==> src/core/sscr_pkg.sv <==
package sscr_pkg;
  // Clock and unit timing
  localparam int unsigned CLK_HZ          = 25_000_000;
  localparam int unsigned CHAR_TIME_MS    = 100;
  localparam int unsigned UNITS_PER_CHAR  = 11;
  localparam int unsigned UNIT_CYCLES     = (CLK_HZ / 1000 * CHAR_TIME_MS) / UNITS_PER_CHAR;
  localparam int unsigned HALF_UNIT       = UNIT_CYCLES / 2;
  localparam int unsigned CODE_LEVELS     = 8;
  localparam int unsigned INFO_LEVELS     = 7;
  // Printer geometry and operation step length
  localparam int unsigned LINE_COLUMNS    = 72;
  localparam int unsigned STEP_CYCLES     = 4;
  // Function codes
  localparam logic [6:0]  CODE_LF         = 7'h0A;
  localparam logic [6:0]  CODE_CR         = 7'h0D;
  localparam logic [6:0]  CODE_BELL       = 7'h07;
  localparam logic [6:0]  CODE_DEL        = 7'h7F;
  localparam logic [6:0]  CODE_FIRST_GFX  = 7'h20;
  // Receiver states
  typedef enum logic [2:0] {
    SSCR_IDLE  = 3'b000,
    SSCR_START = 3'b001,
    SSCR_DATA  = 3'b011,
    SSCR_STOP1 = 3'b010,
    SSCR_STOP2 = 3'b110
  } sscr_rx_e;
  // Operation sequence states
  typedef enum logic [2:0] {
    SSCR_OP_WAIT  = 3'b000,
    SSCR_OP_LATCH = 3'b001,
    SSCR_OP_DEC   = 3'b011,
    SSCR_OP_PRINT = 3'b010,
    SSCR_OP_SPACE = 3'b110,
    SSCR_OP_FEED  = 3'b111
  } sscr_op_e;
endpackage

==> src/core/sscr_receiver.sv <==
`timescale 1ns/1ns
// Notes on behaviour
// - A spacing start unit after idle marking begins each character.
// - Two marking stop units end each character before the next.
// - Eleven equal units: start, eight levels, two stops.
// - Eighth level normally marking; seven information levels, 128 codes.
// - Optional mode: eighth level is even parity over marking units.
// - Unit time is 100 ms over 11 units.
// - Any idle time between characters is accepted.
// - Receiver rests once the first stop unit samples marking, resynchronises only on next start.
// - Last information unit captured before second stop unit ends.
// - Adjustable phase offset from start detect to sample instants.
// - Steps: selection, latch, decode, print, spacing, line feed.
// - Nonprinting functions suppress the print step.
// - Each printed graphic short of the last column advances one position right.
// - No advance for functions or at end of line.
// - Line feed only for line feed code, exactly one line.
// - Carriage return returns position via spacing path.
// - Unassigned function codes do nothing; decoder easy to extend.
// - Levels one to seven carry the seven-bit code.
// - Idle line marks; sustained spacing means open line.
// - Sample each unit near its middle.

// ****************************************
// Buffer FIFO
// ****************************************
module sscr_fifo #(
  parameter int unsigned WIDTH = 7,
  parameter int unsigned DEPTH = 8
) (
  input  wire logic             clk_sys_in,
  input  wire logic             rst_in,
  input  wire logic             in_valid_in,
  output logic                  in_ready_out,
  input  wire logic [WIDTH-1:0] in_data_in,
  output logic                  out_valid_out,
  input  wire logic             out_ready_in,
  output logic [WIDTH-1:0]      out_data_out
);
  localparam int unsigned AW = $clog2(DEPTH);
  logic [WIDTH-1:0] mem [DEPTH];
  logic [AW-1:0]    wr_ptr;
  logic [AW-1:0]    rd_ptr;
  logic [AW:0]      count;
  logic             push;
  logic             pop;

  assign in_ready_out  = (count != (AW+1)'(DEPTH));
  assign out_valid_out = (count != '0);
  assign out_data_out  = mem[rd_ptr];
  assign push          = in_valid_in && in_ready_out;
  assign pop           = out_valid_out && out_ready_in;

  always_ff @(posedge clk_sys_in) begin
    if (push) begin
      mem[wr_ptr] <= in_data_in;
    end
  end

  always_ff @(posedge clk_sys_in or posedge rst_in) begin
    if (rst_in) begin
      wr_ptr <= '0;
      rd_ptr <= '0;
      count  <= '0;
    end else begin
      if (push) begin
        wr_ptr <= (wr_ptr == AW'(DEPTH - 1)) ? '0 : wr_ptr + 1'b1;
      end
      if (pop) begin
        rd_ptr <= (rd_ptr == AW'(DEPTH - 1)) ? '0 : rd_ptr + 1'b1;
      end
      count <= count + (AW+1)'(push) - (AW+1)'(pop);
    end
  end
endmodule // sscr_fifo

// ****************************************
// Receiver and printer sequencer
// ****************************************
module sscr_receiver
  import sscr_pkg::*;
#(
  parameter int unsigned UNIT_LEN  = sscr_pkg::UNIT_CYCLES,
  parameter int unsigned COLUMNS   = sscr_pkg::LINE_COLUMNS,
  parameter int unsigned FIFO_DEPTH = 8,
  parameter int unsigned OPEN_UNITS = 22
) (
  input  wire logic        clk_sys_in,
  input  wire logic        rst_in,
  input  wire logic        line_mark_in,
  input  wire logic        parity_mode_in,
  input  wire logic signed [15:0] phase_offset_in,
  output logic             char_valid_out,
  output logic [6:0]       char_code_out,
  output logic             frame_error_out,
  output logic             parity_error_out,
  output logic             overrun_out,
  output logic             open_line_out,
  output logic             rx_busy_out,
  output logic             print_strobe_out,
  output logic [6:0]       print_code_out,
  output logic             space_strobe_out,
  output logic             carriage_return_out,
  output logic             line_feed_out,
  output logic             bell_out,
  output logic [6:0]       column_out
);
  import sscr_pkg::*;

  sscr_rx_e         rx_state;
  logic [19:0]      unit_cnt;
  logic [3:0]       bit_idx;
  logic [7:0]       shreg;
  logic [19:0]      first_sample;
  logic [23:0]      open_cnt;
  logic             fifo_in_valid;
  logic             fifo_in_ready;
  logic [6:0]       fifo_in_data;
  logic             fifo_out_valid;
  logic             fifo_out_ready;
  logic [6:0]       fifo_out_data;

  // Sample point: mid-unit plus signed tuning offset, clamped
  always_comb begin
    automatic int signed pt;
    pt = int'(UNIT_LEN / 2) + int'(phase_offset_in);
    if (pt < 1) begin
      pt = 1;
    end else if (pt > int'(UNIT_LEN) - 1) begin
      pt = int'(UNIT_LEN) - 1;
    end
    first_sample = 20'(pt);
  end

  // ****************************************
  // Start-stop receiver
  // ****************************************
  always_ff @(posedge clk_sys_in or posedge rst_in) begin
    if (rst_in) begin
      rx_state         <= SSCR_IDLE;
      unit_cnt         <= '0;
      bit_idx          <= '0;
      shreg            <= '0;
      fifo_in_valid    <= 1'b0;
      fifo_in_data     <= '0;
      frame_error_out  <= 1'b0;
      parity_error_out <= 1'b0;
      overrun_out      <= 1'b0;
      char_valid_out   <= 1'b0;
      char_code_out    <= '0;
      rx_busy_out      <= 1'b0;
    end else begin
      fifo_in_valid    <= 1'b0;
      char_valid_out   <= 1'b0;
      frame_error_out  <= 1'b0;
      parity_error_out <= 1'b0;
      overrun_out      <= 1'b0;
      unit_cnt         <= unit_cnt + 1'b1;
      case (rx_state)
        SSCR_IDLE: begin
          rx_busy_out <= 1'b0;
          unit_cnt    <= '0;
          if (!line_mark_in) begin
            rx_state    <= SSCR_START;
            rx_busy_out <= 1'b1;
          end
        end
        SSCR_START: begin
          if (unit_cnt == first_sample) begin
            unit_cnt <= '0;
            bit_idx  <= '0;
            // Glitch rejection: start must still be spacing
            rx_state <= line_mark_in ? SSCR_IDLE : SSCR_DATA;
          end
        end
        SSCR_DATA: begin
          if (unit_cnt == 20'(UNIT_LEN - 1)) begin
            unit_cnt <= '0;
            shreg    <= {line_mark_in, shreg[7:1]};
            bit_idx  <= bit_idx + 1'b1;
            if (bit_idx == 4'(CODE_LEVELS - 1)) begin
              rx_state <= SSCR_STOP1;
            end
          end
        end
        SSCR_STOP1: begin
          if (unit_cnt == 20'(UNIT_LEN - 1)) begin
            unit_cnt <= '0;
            if (!line_mark_in) begin
              frame_error_out <= 1'b1;
              rx_state        <= SSCR_IDLE;
            end else if (parity_mode_in && ^shreg) begin
              parity_error_out <= 1'b1;
              rx_state         <= SSCR_STOP2;
            end else begin
              char_code_out  <= shreg[6:0];
              char_valid_out <= 1'b1;
              fifo_in_data   <= shreg[6:0];
              fifo_in_valid  <= fifo_in_ready;
              overrun_out    <= !fifo_in_ready;
              rx_state       <= SSCR_STOP2;
            end
          end
        end
        SSCR_STOP2: begin
          if (line_mark_in) begin
            rx_state <= SSCR_IDLE;
          end
        end
        default: begin
          rx_state <= SSCR_IDLE;
        end
      endcase
    end
  end

  // ****************************************
  // Open line watch
  // ****************************************
  always_ff @(posedge clk_sys_in or posedge rst_in) begin
    if (rst_in) begin
      open_cnt      <= '0;
      open_line_out <= 1'b0;
    end else begin
      if (line_mark_in) begin
        open_cnt      <= '0;
        open_line_out <= 1'b0;
      end else if (open_cnt == 24'(UNIT_LEN * OPEN_UNITS)) begin
        open_line_out <= 1'b1;
      end else begin
        open_cnt <= open_cnt + 1'b1;
      end
    end
  end

  sscr_fifo #(
    .WIDTH (7),
    .DEPTH (FIFO_DEPTH)
  ) u_fifo (
    .clk_sys_in    (clk_sys_in),
    .rst_in        (rst_in),
    .in_valid_in   (fifo_in_valid),
    .in_ready_out  (fifo_in_ready),
    .in_data_in    (fifo_in_data),
    .out_valid_out (fifo_out_valid),
    .out_ready_in  (fifo_out_ready),
    .out_data_out  (fifo_out_data)
  );

  // ****************************************
  // Operation sequencer
  // ****************************************
  sscr_op_e   op_state;
  logic [6:0] op_code;
  logic       op_graphic;
  logic       op_lf;
  logic       op_cr;
  logic [2:0] step_cnt;

  assign fifo_out_ready = (op_state == SSCR_OP_WAIT);

  always_ff @(posedge clk_sys_in or posedge rst_in) begin
    if (rst_in) begin
      op_state            <= SSCR_OP_WAIT;
      op_code             <= '0;
      op_graphic          <= 1'b0;
      op_lf               <= 1'b0;
      op_cr               <= 1'b0;
      step_cnt            <= '0;
      print_strobe_out    <= 1'b0;
      print_code_out      <= '0;
      space_strobe_out    <= 1'b0;
      carriage_return_out <= 1'b0;
      line_feed_out       <= 1'b0;
      bell_out            <= 1'b0;
      column_out          <= '0;
    end else begin
      print_strobe_out    <= 1'b0;
      space_strobe_out    <= 1'b0;
      carriage_return_out <= 1'b0;
      line_feed_out       <= 1'b0;
      bell_out            <= 1'b0;
      step_cnt            <= step_cnt + 1'b1;
      case (op_state)
        SSCR_OP_WAIT: begin
          step_cnt <= '0;
          if (fifo_out_valid) begin
            op_code  <= fifo_out_data;
            op_state <= SSCR_OP_LATCH;
          end
        end
        SSCR_OP_LATCH: begin
          op_graphic <= (op_code >= CODE_FIRST_GFX) && (op_code != CODE_DEL);
          op_state   <= SSCR_OP_DEC;
        end
        SSCR_OP_DEC: begin
          op_lf    <= (op_code == CODE_LF);
          op_cr    <= (op_code == CODE_CR);
          bell_out <= (op_code == CODE_BELL);
          op_state <= SSCR_OP_PRINT;
          step_cnt <= '0;
        end
        SSCR_OP_PRINT: begin
          if (step_cnt == 3'd0 && op_graphic) begin
            print_strobe_out <= 1'b1;
            print_code_out   <= op_code;
          end
          if (step_cnt == 3'(STEP_CYCLES - 1)) begin
            op_state <= SSCR_OP_SPACE;
            step_cnt <= '0;
          end
        end
        SSCR_OP_SPACE: begin
          if (step_cnt == 3'd0) begin
            if (op_cr) begin
              carriage_return_out <= 1'b1;
              column_out          <= '0;
            end else if (op_graphic && column_out != 7'(COLUMNS - 1)) begin
              space_strobe_out <= 1'b1;
              column_out       <= column_out + 1'b1;
            end
          end
          if (step_cnt == 3'(STEP_CYCLES - 1)) begin
            op_state <= SSCR_OP_FEED;
            step_cnt <= '0;
          end
        end
        SSCR_OP_FEED: begin
          line_feed_out <= op_lf;
          op_state      <= SSCR_OP_WAIT;
        end
        default: begin
          op_state <= SSCR_OP_WAIT;
        end
      endcase
    end
  end
endmodule // sscr_receiver

==> config.mk <==
export PLATFORM = sky130hd
export DESIGN_NAME = sscr_receiver
export DESIGN_NICKNAME = d
export VERILOG_FILES = /design/src/core/sscr_pkg.sv /design/src/core/sscr_receiver.sv
export SDC_FILE = /design/constraint.sdc
export NUM_CORES = 1
export LEC_CHECK = 0
export ABC_AREA = 1
export BUFFER_PORTS_ARGS = -buffer_cell sky130_fd_sc_hd__buf_2
export CAP_MARGIN = 10
export CORE_MARGIN = 8
export CORE_UTILIZATION = 40
export CTS_CLUSTER_DIAMETER = 100
export CTS_CLUSTER_SIZE = 14
export DETAILED_ROUTE_END_ITERATION = 8
export PLACE_DENSITY = 0.56
export SYNTH_ARGS = -nofsm -noshare
export SYNTH_HDL_FRONTEND = slang
export SYNTH_SLANG_ARGS = --single-unit
export TNS_END_PERCENT = 20
==> constraint.sdc <==
create_clock -name clk_sys_in -period 8.4 [get_ports clk_sys_in]
set_input_delay 0.42 -clock clk_sys_in [delete_from_list [all_inputs] [get_ports clk_sys_in]]
set_output_delay 0.42 -clock clk_sys_in [all_outputs]
set_load 0.02 [all_outputs]
After elaboration in Yosys (flattened, before gate mapping) --
Memories as Yosys holds them, arrays and structs flattened. A register that Yosys moved wholly into a read port is not among the register bits. Index checks and enable logic that the tools add are counted. W data, S select, Z words.
Storage, ports and cells: bits in writable memories 56, memories kept 1, bits of input ports 20, register bits 111
Cells by class: add/sub/neg operators 10, magnitude comparators 3, bitwise operators 1, mux-type cells 63, eq/ne operators 32, reductions and logical operators 26
Memories:
- u_fifo.mem | words 8, width 7, read ports 1, clocked after Yosys merged registers in 1, wr ports 1, line sscr_receiver.sv:41 | logic [WIDTH-1:0] mem [DEPTH];
Operators by type and width (count):
- $mux W20 | 4
- $pmux W20 S3 | 1
- $mux W24 | 2
- $mux W3 | 13
- $mux W1 | 34
- $pmux W3 S5 | 2
- $add A24 B1 Y24 const B | 1
- $eq A24 B23 Y1 const B | 1
- $add A20 B1 Y20 const B | 1
- $eq A20 B18 Y1 const B | 1
- $eq A20 B20 Y1 | 1
- $add A18 B16 Y19 const A | 1
- $gt A19 B19 Y1 const B | 1
- $lt A19 B2 Y1 const B | 1
- $ne A2 B2 Y1 const B | 9
- $eq A3 B2 Y1 const B | 5
- $eq A3 B3 Y1 const B | 5
- $eq A7 B4 Y1 const B | 2
- $mux W7 | 2
- $ne A7 B7 Y1 const B | 2
- $add A3 B1 Y3 const B | 3
- $logic_not A3 Y1 | 3
- $reduce_and A3 Y1 | 3
- $mux W4 | 2
- other kinds (23) | 35

Logic depth before layout (Yosys ltp) --
depth after elaboration 7, mapped depth 18, gate-level depth less buffers 17

Cells and area by module --
Synthesis repeated with hierarchy kept, for this count alone.
Unflattened totals: cells, all modules 1103, area, all modules 9091.2 um2
By module, submodules not included:
- sscr_receiver | area an instance 6027.0 um2, cells an instance 788, instances 1
- sscr_fifo | area an instance 3064.2 um2, cells an instance 315, instances 1

Worst setup path before layout --
No wires, ideal clock.
path type reg2reg, from register op_state[2], to register u_fifo.count[2], library setup time 0.123 ns, buffers on the path 1, slack 6.292 ns, period minus slack after synthesis 2.108 ns, arrival time 1.985 ns, cell stages (with the launch flop) 11, cells stage by stage dfrtp_1 -> nor2_1 -> nand2_1 -> nor2_1 -> clkbuf_1 -> ha_1 -> inv_1 -> ha_1 -> inv_1 -> fa_1 -> xnor2_1
On the way: cells in the longest elaborated chain, start to end 3
Ends and longest elaborated chain:
- from (decl) | line sscr_receiver.sv:253 | sscr_op_e op_state;
- from (signal assigned) | line sscr_receiver.sv:264 | op_state <= SSCR_OP_WAIT;
- from (signal assigned) | line sscr_receiver.sv:289 | op_state <= SSCR_OP_LATCH;
- from (signal assigned) | line sscr_receiver.sv:294 | op_state <= SSCR_OP_DEC;
- $logic_not A3 Y1 | line sscr_receiver.sv:260 | assign fifo_out_ready = (op_state == SSCR_OP_WAIT);
- $logic_and A1 B1 Y1 | line sscr_receiver.sv:52 | assign pop = out_valid_out && out_ready_in;
- via u_fifo.pop | line sscr_receiver.sv:46 | logic pop;
- $sub A4 B1 Y4 | line sscr_receiver.sv:72 | count <= count + (AW+1)'(push) - (AW+1)'(pop);
- to (signal assigned) | line sscr_receiver.sv:72
- to (decl) | line sscr_receiver.sv:44 | logic [AW:0] count;
The timed path passes the listed nets, and every way through them passes these cells. A chain may end at the register's enable or synchronous reset.

Final worst setup path --
from register unit_cnt[0], to register unit_cnt[1]
On the way: cells in the longest elaborated chain, start to end 3, elaborated cells on any way between the ends 6, those cells by class add/sub: 1; eq/ne: 2; mux: 3
Ends and longest elaborated chain:
- from (decl) | line sscr_receiver.sv:111 | logic [19:0] unit_cnt;
- from (signal assigned) | line sscr_receiver.sv:158 | unit_cnt <= unit_cnt + 1'b1;
- $add A20 B1 Y20 (tied with other cells) | line sscr_receiver.sv:158
- $mux W20, on equally long branches | line sscr_receiver.sv:177, sscr_receiver.sv:187, sscr_receiver.sv:169
- $pmux W20 S3 * | line sscr_receiver.sv:159 | case (rx_state)
Every way passes the cells marked *; elsewhere a longest branch is shown, timed or not.

==> reports/qor.csv <==
metric;value;unit
status;finished clean;
cpPeakStageDelay;0.74;ns
grt_pass1_wl;32.3;mm
htree_levels;4;
grt_pass1_vias;6346;
syn2layout_area_growth;12.5;%
rr_startpoint;unit_cnt[0]$_DFF_PP0_;
cap_violations;0;
die_w;164;microns
critPathRequiredTime;8.65;ns
cts_setup_buffers;0;
synthCells;971;
grt_antenna_before_repair;0;
wl_per_cell;14.4;microns
ant_nets;0;
ys_warn_count;0;
drc;0;
crit_path_frequent_cell;nand2_1;
place.gp.congestion;0.785;
hold_buffers;0;
synth_top_area_frac;0.337;
crit_path_start;unit_cnt[0]$_DFF_PP0_;
slew_headroom;0.343;
r2r_setup_slack;5.88;ns
cts_tree;built;
routed_via_density;4.95;
grt_overflow;0;
finalSetupViolCount;0;
crit_end;unit_cnt[1]$_DFF_PP0_;
cts_buffer_depth;2;
p_leak;0.00417;uW
core;0.0217;sq mm
grt_use_total;0.148;
clk-insertion-delay-late;0.42;ns
crit_path_end_kind;flop;
cp_max_fo;20;
cts-root-buf;clkbuf_16;
comb_power_share;0.104;
synthArstFlopShare;0.678;
hpwl;13.5;mm
timing.rr.end;unit_cnt[1]$_DFF_PP0_;
synthTopCellsByCount;nand2_1, inv_1, dfrtp_1;
cts_sinks;174;
cp_slowest_cell;nand2_1;
ys_seq_area_frac;0.528;
max_freq;0.397;GHz
drive_gt1_frac;0.138;
worstSetupPathType;reg2reg;
clkTransAtPathRegs;0.07;ns
sequentialPowerShare;0.481;
clkPwrFrac;0.415;
synthesis.area;0.00877;sq mm
rsz0062_at_grt;no;
slew_viol_final;0;
min_period;2.52;ns
via_count;6504;
ir_worst_vdd;0.177;mV
sw_frac_of_total;0.257;
synth_top_area_cell;dfrtp_1;
post-route-util;0.455;
p_switching;485;uW
grt_max_degree;77;
synth_area_leaders;dfrtp_1, edfxtp_1, nand2_1;
fin_crit_sh;0.300;
synth_edf_count;56;
hp-class;in2async;
drtIter0Drc;490;
numCtsBuffers;17;
layout.nets;1063;
start_util;0.405;
clock_skew;0.0107;ns
cts_resized;0;
p_per_area;191;mW/mm^2
synth-main-ff-cell;dfrtp_1;
diodes;0;
die_y;164;microns
rr_worst_depth;8;
internal_power;1400;uW
synth_cell_types;48;
dr.pass1.iters;6;
synth_most_common_cell;nand2_1;
yosys_register_bits;174;
critPathArrivalTime;2.78;ns
synth_nets;1013;
worst_pin_slew;0.983;ns
fp-row-count;54;
num_io_pins;52;
port_buffers;51;
fin_tns_setup;0;ns
wl;19.0;mm
hold_violations;0;
start_kind;flop;
syn_area_per_cell;9.04;sq um
path_cells;ha_1 > nand2_1 > nor4_1 > inv_1 > nor2_1 > nand2_1 > nand2_1 > a21boi_0;
die-area;0.0269;sq mm
==> cells in the final DEF, fill, tap and decap left out, types with 21 or more instances in the layout <==
cell type,count
a21oi_1,28
buf_2,51
dfrtp_1,118
edfxtp_1,56
ha_1,21
inv_1,124
nand2_1,168
nand3_1,50
nand4_1,22
nor2_1,100
nor3_1,25
o21ai_0,79
xor2_1,26
==> worst min-delay path by stage <==
stage,end,slack (ns),depth (start not counted)
after floorplan,step_cnt[0]$_DFF_PP0_,0.43,1
after global placement,step_cnt[0]$_DFF_PP0_,0.45,1
after detailed placement,step_cnt[0]$_DFF_PP0_,0.46,1
after CTS,column_out[1]$_DFFE_PP0P_,0.07,2
after global routing,space_strobe_out$_DFF_PP0_,0.09,2
final,column_out[3]$_DFFE_PP0P_,0.05,2
==> metal layers <==
| layer | part of all wire | GRT usage |
|---|---|---|
| met4 | 0.0083 | 0.0302 |
| met5 | 0 | 0 |
| met3 | 0.032 | 0.0311 |
| met2 | 0.46 | 0.232 |
| met1 | 0.50 | 0.209 |
==> stage by stage <==
step / hold WS [ns] / cells / worst slack, ns / power (uW) / area (sq um)
finish: 0.0541 / 1314 / 5.88 / 1880 / 9870
global route: 0.0918 / 1314 / 5.68 / 1970 / 9870
CTS: 0.0718 / 1314 / 5.87 / 1900 / 9870
detailed placement: 0.460 / 1282 / 5.72 / 1120 / 9290
global placement: 0.451 / 1282 / 5.70 / 1120 / 9290
floorplan: 0.432 / 971 / 4.85 / 1090 / 8770
==> cells by family after synthesis <==
group	synth area share
xor gates and xnor gates	0.0379
AOI/OAI and AO/OA	0.107
DFF	0.528
and+or+nand+nor	0.222
adders and majority gates	0.0322
muxes	0.00257
buffers and inverters	0.0700
==> cell type report <==
class	instances	area, sq um
Clock inverter	10	114
Sequential cell	174	4630
Timing Repair Buffer	54	278
Inverter	132	498
Clock buffer	22	468
Fill cell	2108	11800
Tap cell	280	350
Multi-Input combinational cell	642	3530
==> state kept, by name, indices dropped and copies added (netlist names), 4 cells and up <==
name and count:
fifo_in_data 7, u_fifo.count 4, open_cnt 24, op_code 7, u_fifo.mem 56, column_out 7, unit_cnt 20, bit_idx 4
shreg 8, print_code_out 7
==> power by group through the flow <==
stage	Sequential, uW	Combinational (uW)	Clock (uW)
floorplan	918	170	0
global placement	921	196	0
detailed placement	922	198	0
CTS	905	199	799
global route	907	225	835
finish	906	196	781
==> worst max-delay path: cells and delay by family, from the launching register on <==
kind / cells / cell delay (ns)
buffers and inverters: 1 / 0.06
AOI/OAI and AO/OA: 1 / 0.21
adders and majority gates: 1 / 0.26
and+or+nand+nor: 5 / 1.42
DFF: 1 / 0.40
(Power assumes the default switching activity.)
